`src/ide_decode_pkg.sv`:
```
/*
 * Package for the drive-select decode block: address constants, reset values
 * and the packed carriers for host bus inputs and decode outputs.
 * Assumes a ten-bit host I/O address and active-low host strobes.
 */
`default_nettype none

package ide_decode_pkg;

	// Address width of the host I/O bus
	localparam int unsigned ADDR_W = 10;

	// Command block base (eight locations); low three bits ignored
	localparam logic [9:0] CMD_BLOCK_BASE  = 10'h1F0;
	// Control block pair base (two locations); low bit ignored
	localparam logic [9:0] CTRL_BLOCK_BASE = 10'h3F6;
	// Control block address whose bit 7 belongs to the floppy side
	localparam logic [9:0] FLOPPY_SHARED_ADDR = 10'h3F7;

	// Reset values of all active-low outputs: inactive
	localparam logic OUT_RESET_N = 1'b1;

	// Synchroniser depth for pin inputs
	localparam int unsigned SYNC_STAGES = 2;

	// Host bus pins as seen after synchronisation
	typedef struct packed {
		logic [9:0] addr;       // I/O address
		logic       aen;        // Address enable, high during DMA
		logic       rd_n;       // Read strobe, active low
		logic       wr_n;       // Write strobe, active low
		logic       io16_n;     // Drive 16-bit indication, active low
	} host_bus_t;

	// Idle bus held by the synchroniser in reset: no address, DMA owner,
	// strobes and 16-bit indication all released
	localparam host_bus_t HOST_BUS_RESET = '{
		addr:   10'h000,
		aen:    1'b1,
		rd_n:   1'b1,
		wr_n:   1'b1,
		io16_n: 1'b1
	};

	// Decoded enables, all active low
	typedef struct packed {
		logic cmd_block_select_n;
		logic ctrl_block_select_n;
		logic low_byte_xcvr_enable_n;
		logic high_byte_xcvr_enable_n;
		logic bit7_lane_enable_n;
	} decode_out_t;

endpackage : ide_decode_pkg

`default_nettype wire

```
`src/pin_sync.sv`:
```
/*
 * Two-flop synchroniser, parameterised in width.
 * Assumes the input is asynchronous to core_clk_i; the first stage is read only by the second.
 */
`default_nettype none

module pin_sync #(
	parameter int unsigned WIDTH = 1,        // Bits synchronised
	parameter logic [WIDTH-1:0] RST_VAL = '0 // Value held in reset
) (
	// Clock and reset
	input  wire logic             core_clk_i,
	input  wire logic             srst_i,
	// Data
	input  wire logic [WIDTH-1:0] async_i,
	output logic      [WIDTH-1:0] sync_o
);

	logic [WIDTH-1:0] meta;      // First stage, metastable-prone
	logic [WIDTH-1:0] next_meta; // Next first stage
	logic [WIDTH-1:0] next_sync; // Next second stage

	// Next values: reset constant or shift
	always_comb begin
		next_meta = srst_i ? RST_VAL : async_i;
		next_sync = srst_i ? RST_VAL : meta;
	end

	// Register both stages
	always_ff @(posedge core_clk_i) begin
		meta   <= next_meta;
		sync_o <= next_sync;
	end

endmodule : pin_sync

`default_nettype wire

```
`src/ide_select_decode.sv`:
```
/*
 * Host-address decode for the hard-drive header: two chip selects and three
 * buffer enables, registered so every output comes from a flip-flop.
 * Assumes host pins are asynchronous (synchronised here) and that the strobes
 * are held long enough to cover the three-cycle latency at 200 MHz.
 * DMA cycles are not decoded: AEN high keeps every output inactive.
 */
// Contract
// - Command select low for addresses 1F0-1F7
// - Control select low for 3F6 or 3F7
// - Low enable: all but writes to 3F7
// - High enable: strobe at 1F0-1F7 with 16-bit
// - Bit-7 lane on reads 1F0-1F7, 3F6 only
// - Bit-7 lane on writes 1F0-1F7, 3F6 only
// - Bit 7 at 3F7 left to floppy
`default_nettype none

module ide_select_decode (
	// Clock and reset
	input  wire logic       core_clk_i,
	input  wire logic       srst_i,
	// Host I/O bus pins
	input  wire logic [9:0] host_addr_i,
	input  wire logic       host_aen_i,
	input  wire logic       host_rd_n_i,
	input  wire logic       host_wr_n_i,
	// Drive 16-bit indication
	input  wire logic       io16_n_i,
	// Drive selects
	output logic            cmd_block_select_n_o,
	output logic            ctrl_block_select_n_o,
	// Transceiver enables
	output logic            low_byte_xcvr_enable_n_o,
	output logic            high_byte_xcvr_enable_n_o,
	output logic            bit7_lane_enable_n_o
);

	ide_decode_pkg::host_bus_t   raw_bus;  // Pins gathered
	ide_decode_pkg::host_bus_t   bus;      // Pins after two flops
	ide_decode_pkg::decode_out_t next_out; // Decoded values
	ide_decode_pkg::decode_out_t out_q;    // Registered outputs

	logic in_cmd;     // Address in command block
	logic in_ctrl;    // Address in control pair
	logic rd;         // Read strobe active
	logic wr;         // Write strobe active
	logic a0;         // Low address bit

	assign raw_bus = '{addr: host_addr_i, aen: host_aen_i, rd_n: host_rd_n_i,
	                   wr_n: host_wr_n_i, io16_n: io16_n_i};

	// Pins cross into core clock; reset to idle bus with AEN high.
	// Address and strobes are synchronised bit by bit, so a change that
	// lands on an edge may skew by one cycle; the strobes must stand
	// longer than that for a clean decode.
	pin_sync #(
		.WIDTH   ($bits(ide_decode_pkg::host_bus_t)),
		.RST_VAL (ide_decode_pkg::HOST_BUS_RESET)
	) u_sync (
		.core_clk_i (core_clk_i),
		.srst_i     (srst_i),
		.async_i    (raw_bus),
		.sync_o     (bus)
	);

	// Decode of the synchronised bus
	always_comb begin
		in_cmd  = !bus.aen && (bus.addr[9:3] == ide_decode_pkg::CMD_BLOCK_BASE[9:3]);
		in_ctrl = !bus.aen && (bus.addr[9:1] == ide_decode_pkg::CTRL_BLOCK_BASE[9:1]);
		// Strobes and A0 named once for the lane terms below
		rd      = !bus.rd_n;
		wr      = !bus.wr_n;
		a0      = bus.addr[0];
		next_out.cmd_block_select_n  = !in_cmd;
		next_out.ctrl_block_select_n = !in_ctrl;
		// Writes to 3F7 excluded: no drive register behind it
		next_out.low_byte_xcvr_enable_n =
			!((in_cmd && (rd || wr)) || (in_ctrl && ((wr && !a0) || rd)));
		// Upper lane only for 16-bit data phases in the command block
		next_out.high_byte_xcvr_enable_n = !(!bus.io16_n && in_cmd && (rd || wr));
		// Bit 7 at 3F7 belongs to floppy, so the lane stays off there
		next_out.bit7_lane_enable_n =
			!((rd && (in_cmd || (in_ctrl && !a0)))
			|| (wr && (in_cmd || (in_ctrl && !a0))));
		// Reset forces every output inactive
		if (srst_i) begin
			next_out = '{default: ide_decode_pkg::OUT_RESET_N};
		end
	end

	// Output register: every pin comes from a flop, so decode hazards on
	// address edges never reach the drive selects as glitches
	always_ff @(posedge core_clk_i) begin
		out_q <= next_out;
	end

	assign cmd_block_select_n_o      = out_q.cmd_block_select_n;
	assign ctrl_block_select_n_o     = out_q.ctrl_block_select_n;
	assign low_byte_xcvr_enable_n_o  = out_q.low_byte_xcvr_enable_n;
	assign high_byte_xcvr_enable_n_o = out_q.high_byte_xcvr_enable_n;
	assign bit7_lane_enable_n_o      = out_q.bit7_lane_enable_n;
endmodule : ide_select_decode

`default_nettype wire

```
`config.mk`:
```
export PLATFORM = sky130hd
export DESIGN_NAME = ide_select_decode
export DESIGN_NICKNAME = d
export VERILOG_FILES = /design/src/ide_decode_pkg.sv /design/src/pin_sync.sv /design/src/ide_select_decode.sv
export SDC_FILE = /design/constraint.sdc
export NUM_CORES = 1
export LEC_CHECK = 0
export BUFFER_PORTS_ARGS = -buffer_cell sky130_fd_sc_hd__buf_2
export CORE_ASPECT_RATIO = 0.8
export CORE_MARGIN = 3
export CORE_UTILIZATION = 45
export CTS_CLUSTER_DIAMETER = 30
export DETAILED_ROUTE_END_ITERATION = 12
export PLACE_DENSITY = 0.7
export SLEW_MARGIN = 10
export SYNTH_ARGS = -nofsm -noshare
export SYNTH_HDL_FRONTEND = slang
export SYNTH_HIERARCHICAL = 1
export SYNTH_SLANG_ARGS = --single-unit
```
`constraint.sdc`:
```
create_clock -name core_clk_i -period 2.4 [get_ports core_clk_i]
set_clock_uncertainty 0.2 [all_clocks]
set_input_delay 0.24 -clock core_clk_i [delete_from_list [all_inputs] [get_ports core_clk_i]]
set_output_delay 0.24 -clock core_clk_i [all_outputs]
set_load 0.05 [all_outputs]
```
# Yosys cells after proc, flatten, opt, wreduce, memory -nomap -nowiden
# Index checks and enable logic that the tools add are counted.
[totals]
ff_bits = 33
elab_cells = 34
inputBits = 16
[classes]
n_eq_ne = 2
n_reduce_logical = 25
[ops]
columns = ["op", "count"]
rows = [
  ["logical AND 1 bit", 10],
  ["logical NOT 1 bit", 10],
  ["== test 9 bit, second input constant", 1],
  ["== test 7 x 6 -> 1 bit, second input constant", 1],
  ["logical OR 1 bit", 5],
]

# Depth between registers and ports, before layout
# Gate-level depths: netlist of run 1.
[depth]
ltp_word = 7
ltp_mapped = 3

# By module
# Netlist of run 1, hierarchy kept.
[modules_own_cells]
columns = ["module", "seq_area_each_um2", "area_each_um2", "cells_per_inst", "instances"]
rows = [
  ["pin_sync", 560.5, 762.0, 58, 1],
  ["ide_select_decode", 100.1, 198.9, 18, 1],
]

# Worst setup path after synthesis of run 1
# Ideal clock, no wire load.
[synth_timing]
path_kind = "register to register"
startpoint = "register u_sync.sync_o[7]"
endpoint = "register out_q, in the netlist high_byte_xcvr_enable_n_o"
path_slack_ps = 1269
arrival_time_ps = 799
path_buffers = 0
stages_incl_launch_ff = 4
setup_time_ps = 133
cell_sequence = "dfxtp_1 > nand2b_4 > nor4_4 > nand4bb_1"
[synth_between]
elab_chain_len = 5
[synth_rtl]
columns = ["element", "line", "source"]
rows = [
  ["start: declaration", "pin_sync.sv:16", "output logic [WIDTH-1:0] sync_o"],
  ["start signal: assignment", "pin_sync.sv:32", "sync_o <= next_sync;"],
  ["== test 7 x 6 -> 1 bit", "ide_select_decode.sv:68", "in_cmd = !bus.aen && (bus.addr[9:3] == ide_decode_pkg::CMD_BLOCK_BASE[9:3]);"],
  ["logical AND 1 bit", "ide_select_decode.sv:68", ""],
  ["logical AND 1 bit (2 in series)", "ide_select_decode.sv:80", "next_out.high_byte_xcvr_enable_n = !(!bus.io16_n && in_cmd && (rd || wr));"],
  ["logical NOT 1 bit", "ide_select_decode.sv:80", ""],
  ["end signal: assignment", "ide_select_decode.sv:94", "out_q <= next_out;"],
  ["end: declaration", "ide_select_decode.sv:41", "ide_decode_pkg::decode_out_t out_q;"],
]
# Every way passes these cells.
# A chain may end at the register's enable or synchronous reset.

# Worst setup path after layout of run 1
[layout_timing]
startpoint = "register out_q, in the netlist low_byte_xcvr_enable_n_o"
endpoint = "output low_byte_xcvr_enable_n_o"
[layout_rtl]
columns = ["element", "line", "source"]
rows = [
  ["end: declaration", "ide_select_decode.sv:33", "output logic low_byte_xcvr_enable_n_o,"],
]
# No word-level cell between the ends.

==> results of run 1 <==
[cells in the mapped netlist]
master and instances:
nand2b_4 1, and2_1 1, nand2_1 2, and2b_1 6, nand3_1 2, nor2b_1 14
buf_6 1, dfxtp_1 33, buf_4 1, nand4bb_1 1, or2_1 8, nand4_1 2
nand2b_1 1, o21ai_0 2, nor4_4 1
[cell families (layout without fill, tap and decap cells)]
logic type / count (synthesis) / after routing / synth area share, %
buffers and inverters: 2 / 41 / 1.95
and+or+nand+nor: 39 / 39 / 28.3
DFF: 33 / 33 / 68.7
AOI/OAI and AO/OA: 2 / 2 / 1.04
[stage by stage]
step | util (%) | worst slack, ns | total power (W) | hold slack (ns)
2_1_floorplan | - | 1.27 | 0.000610 | 0.112
3_3_place_gp | 55.1 | 1.07 | 0.000624 | 0.186
3_5_place_dp | 55.1 | 1.01 | 0.000625 | 0.182
4_1_cts | 65.2 | 1.06 | 0.000932 | 0.154
5_1_grt | 65.2 | 1.03 | 0.000968 | 0.175
6_report | 65.2 | 1.08 | 0.000925 | 0.157
[flip-flops by register name (all words and copies together) (netlist names)]
register	flops
u_sync/meta	14
cmd_block_select_n_o	1
ctrl_block_select_n_o	1
u_sync/sync_o	14
high_byte_xcvr_enable_n_o	1
bit7_lane_enable_n_o	1
low_byte_xcvr_enable_n_o	1
[what timing repair did]
item | in CTS | in global routing
hold buffers | 14 | 0
buffers inserted | 0 | 0
endpoints found under the hold margin | 14 | 0
[final timing paths]
check                                                             to                                 from  depth (start not counted)
worst max-delay path                        low_byte_xcvr_enable_n_o  low_byte_xcvr_enable_n_o$_SDFF_PP1_                          1
worst min-delay path                     u_sync/sync_o[4]$_SDFF_PP0_                               srst_i                          2
worst max register to register  high_byte_xcvr_enable_n_o$_SDFF_PP1_          u_sync/sync_o[7]$_SDFF_PP0_                          3
worst min register to register      ctrl_block_select_n_o$_SDFF_PP1_          u_sync/sync_o[5]$_SDFF_PP0_                          1
[metal layers]
metal	GRT usage (%)	share of wire [%]	up-vias	wire length, um
met5	0	0	-	0
met1	13.0	48	227	609
li1	-	-	317	-
met4	8.33	2.1	0	27
met3	6.59	8.6	2	109
met2	14.0	41	22	518
[power by group through the flow]
stage	combinational (W)	clock, W	sequential (W)
3_3_place_gp	0.0000361	0	0.000588
3_5_place_dp	0.0000371	0	0.000588
2_1_floorplan	0.0000240	0	0.000586
4_1_cts	0.0000545	0.000303	0.000575
6_report	0.0000541	0.000296	0.000575
5_1_grt	0.0000608	0.000331	0.000577
[area by class of cell]
cell class | count | area, um^2 | area share (%)
timing repair buffer | 34 | 240 | 19.0
multi-input combinational | 41 | 282 | 22.2
clock buffer | 7 | 55.1 | 4.34
sequential | 33 | 661 | 52.1
tap | 24 | 30.0 | 2.37
==> metrics, run 1 <==
Slew Viols, Final 0; Syn Nets between 90 and 100; share of post-route cells with drive strength above 1 between 20% and 30%; area grow syn2layout 31.9%; H-tree depth 2; area post-placement roughly 0.0011 mm^2; worst-skew pair later-pin latency roughly 0.30 ns; total clock sinks 33; DRC 0; routed vias/inst 4.09; Sw Pwr 0.000180 W; CP Capture Type primary output; final hold vios 0; Slew HR roughly 70%; mean routed wirelength per cell roughly 9.1 um; CP cell instances buf_2; die area 0.00273 mm^2; Yosys reg bits 33; grt total ovfl 0; share of the synthesized area in the top cell type 68.8%; CTS Buffer Depth 2; pin count of the biggest net entering global routing 30; CTS root buf clkbuf_4; RSZ-0062 raised after global routing no; Mapped Avg Cell Area 12.6 um^2; Chip Height between 40 and 50 um; Synth Instances 76; Filler cells between 100 and 150; Tcrit/Tclk final roughly 55%; total CTS buffers 5; CP required approximately 2.0 ns; CP bufs+invs 1; Sw Ratio between 10% and 20%; Final setup violation count 0; Combinational Power Share a little under 6%; Netlist cell types 15; Synth area leader dfxtp_1; die width slightly below 60 um; r2r setup slk between 1 and 1.5 ns; worst-path maximum fanout 1; status finished, final reports clean; synth top area cells dfxtp_1 69%, nor2b_1 9.1%, or2_1 5.2%; number of global-route vias before repair 440; first-pass GRT wire length 1.99 mm; IO Pins 21; commonest non-fill, non-tap cell in the layout dfxtp_1; placed cells between 100 and 150; Seq/Total Area, Yosys just under 70%; most frequent cells in the layout 33 x dfxtp_1, 20 x buf_2, 14 x dlygate4sd3_1, 14 x nor2b_1, 8 x or2_1; CP Class flop to primary output; Final Cell Area ~0.0013 mm^2; PD cells between 700 and 800 mW/mm^2; Max stage delay on crit path roughly 0.32 ns; fmax approximately 760 MHz; Post-CTS Resized 0; Final #Nets roughly 130; worst min-delay path category primary input to flop; CP max-delay cell dfxtp_1; Clk pwr share approximately a third; sequential power share between 60 and 70%; Iteration-0 DRC Markers 7; startpoint types flop; yosys warns 6; Pint approximately 0.00074 W; Worst-path clk slew 0.09 ns; Layout Cells excl Fill ~140; Initial Utilization between 40% and 50%; min cycle time layout 1.32 ns; IO Port Bufs 20; DRT Pass-1 Iters 3; crit-path leading delay family flip-flops; Arr. time, crit path ~0.88 ns; row cnt 14; GP Congestion about 0.64; Worst-Margin Slew ~0.45 ns; n_diodes 0; vias 568; initial antenna violation count 0; worst vdd ir roughly 0.00047 V; WL final around 1.3 mm; P_leak around 0.53 nW; post-route ant nets 0; GRT Util Overall between 10% and 20%; area of the mapped netlist roughly 960 um^2; CTS tree done; Max Cap Viol 0; total core area between 0.0015 and 0.002 mm^2; setup TNS 0 ns
No activity file was read; power rests on OpenSTA's default activity.
==> run 2, diff against run 1 <==
==> constraint.sdc (replaced) <==
create_clock -name core_clk_i -period 1.3 [get_ports core_clk_i]
set_clock_uncertainty 0.2 [all_clocks]
set_input_delay 0.13 -clock core_clk_i [delete_from_list [all_inputs] [get_ports core_clk_i]]
set_output_delay 0.13 -clock core_clk_i [all_outputs]
set_load 0.05 [all_outputs]
==> run 2 against run 1 <==
- the flow now finishes with violations (hold timing)
- wire length increased by 6.2%
- sequential power increased by 84%
- via count increased by 3.9%
- worst setup slack got worse by 0.99 ns
- worst hold slack got worse by 0.24 ns
- non-clock buffer count is 2 higher
- sequential share of layout area fell by 1.2 points
- combinational power up 94%
- total power grew 92%
==> metrics, run 2 (synthesized netlist as in run 1, its figures left out) <==
total clock sinks 33 (unchanged); Layout Cells excl Fill 142 (+2.2%); n_diodes 0 (unchanged); Worst-Margin Slew 0.323 ns (-0.123 ns); RSZ-0062 raised after global routing no; Reg2Reg Depth 3 (unchanged); failing checks hold timing; CP required 1.29 ns (-0.67 ns); Post-Route Utilization 66.7% (+1.5 points); Final setup violation count 0 (unchanged); biggest regs u_sync/meta: 14 flops, u_sync/sync_o: 14 flops; CP cell instances nand2b_4 -> nor4_4 -> nand4bb_1; Filler cells 154 (+8.5%); area post-placement 0.00109 mm^2 (+1.4%); Final Cell Area 0.00130 mm^2 (+2.4%); row cnt 14 (unchanged); CP bufs+invs 0 (-1); Max Cap Viol 0 (unchanged); first-pass GRT wire length 2.13 mm (+6.9%); worst-skew pair later-pin latency 0.31 ns (about the same); Slew HR 78.3% (+8.0 points); hold wc startpoint srst_i; IO Port Bufs 20 (unchanged); vias 590 (+3.9%); DRC 0 (unchanged); CTS root buf clkbuf_4; H-tree depth 2 (unchanged); PD cells 1370 mW/mm^2 (+88%); die area 0.00273 mm^2 (unchanged); CTS Buffer Depth 2 (unchanged); Slew Viols, Final 0 (unchanged); pin count of the biggest net entering global routing 16 (-47%); mean routed wirelength per cell 9.46 um (+4.0%); Final HPWL DP ~850 um; min cycle time layout 1.21 ns; total core area 0.00194 mm^2 (unchanged); CP Class flop to flop; WL final 1.34 mm (+6.2%); hold path depth 3 (+1); postcts setup bufs 0 (unchanged); DRT Pass-1 Iters 3 (unchanged); CP max-delay cell dfxtp_1; r2r setup slk 0.09 ns (-1.11 ns); status finished, violations left; setup TNS 0 ns (unchanged); P_leak 0.551 nW (+3.7%); Max stage delay on crit path 0.31 ns (about the same); Iteration-0 DRC Markers 1 (-6); placed cells 120 (+1.7%); Chip Height 47.3 um (unchanged); worst vdd ir 0.000853 V (+81%); Hold EP cmd_block_select_n_o$_SDFF_PP1_; crit-path leading delay family simple AND/OR/NAND/NOR gates; grt total ovfl 0 (unchanged); area grow syn2layout 35.0%; Initial Utilization 49.4% (unchanged); GRT Util Overall 11.2% (+0.36 points); fmax approximately 800 MHz; worst-path maximum fanout 5 (+4); IO Pins 21 (unchanged); Worst R2R Start u_sync/sync_o[7]$_SDFF_PP0_; worst min-delay path category primary input to flop; initial antenna violation count 0 (unchanged); hold buffers post-CTS 14 (unchanged); startpoint types flop; number of global-route vias before repair 526 (+20%); final hold vios 5 (+5); Worst-path clk slew 0.09 ns (about the same); share of post-route cells with drive strength above 1 27.1% (+2.8 points); Post-CTS Resized 0 (unchanged); Final #Nets 133 (+1.5%); Arr. time, crit path 1.21 ns (+0.33 ns); Tcrit/Tclk final between 90% and 100%; CTS tree done; CP Capture Type flop; most frequent cells in the layout 33 x dfxtp_1, 20 x buf_2, 14 x dlygate4sd3_1, 14 x nor2b_1, 8 x or2_1; worst reg2reg endpoint high_byte_xcvr_enable_n_o$_SDFF_PP1_; routed vias/inst 4.15 (+1.7%); post-route ant nets 0 (unchanged); commonest non-fill, non-tap cell in the layout dfxtp_1; final hold slack -0.0811 ns (-0.238 ns); die width 57.7 um (unchanged); total CTS buffers 5 (unchanged); GP Congestion 0.673 (+4.6%)
## run 2: cell type report
cell class	instances	area [um^2]	share of cell area, %
flip-flops and latches	33	661	50.9
clock buffers	7	65.1	5.01
well taps	24	30.0	2.31
repair buffers	36	255	19.7
clock inverters	1	5.00	0.386
multi-input cells	41	282	21.7
## run 2: how the worst max path moves through the flow
| stage | start | end | slack (ns) | cells after the start |
|---|---|---|---|---|
| 2_1_floorplan | u_sync/sync_o[7]$_SDFF_PP0_ | high_byte_xcvr_enable_n_o$_SDFF_PP1_ | 0.17 | 3 |
| 3_3_place_gp | u_sync/sync_o[7]$_SDFF_PP0_ | high_byte_xcvr_enable_n_o$_SDFF_PP1_ | 0.14 | 3 |
| 3_5_place_dp | u_sync/sync_o[7]$_SDFF_PP0_ | high_byte_xcvr_enable_n_o$_SDFF_PP1_ | 0.11 | 3 |
| 4_1_cts | high_byte_xcvr_enable_n_o$_SDFF_PP1_ | high_byte_xcvr_enable_n_o | 0.06 | 1 |
| 5_1_grt | u_sync/sync_o[7]$_SDFF_PP0_ | ctrl_block_select_n_o$_SDFF_PP1_ | 0.02 | 3 |
| 6_report | u_sync/sync_o[7]$_SDFF_PP0_ | high_byte_xcvr_enable_n_o$_SDFF_PP1_ | 0.09 | 3 |
## run 2: per-stage QoR
step	power, W	setup slack [ns]
floorplan	0.00113	0.169
global placement	0.00116	0.142
detailed placement	0.00116	0.112
CTS	0.00181	0.0563
global route	0.00186	0.0174
finish	0.00178	0.0858
## run 2: power breakdown
part	leakage (nW)	internal [W]	switching, W
clock network	0.0413	0.000313	0.000296
registers	0.272	0.00105	0.0000115
logic	0.238	0.0000726	0.0000328
## run 2: routing by layer
| layer | wire length [um] | up-vias | GRT usage, % | share of wire [%] |
|---|---|---|---|---|
| li1 | - | 322 | - | - |
| met1 | 628 | 243 | 11.7 | 47 |
| met2 | 594 | 21 | 17.8 | 44 |
| met3 | 98 | 4 | 6.59 | 7.3 |
| met4 | 22 | 0 | 6.94 | 1.6 |
| met5 | 0 | - | 0 | 0 |
## run 2: worst min-delay path, cell delays in order
cell and delay, ns:
buf_2 0.14, nor4_4 0.07, nand2b_1 0.07
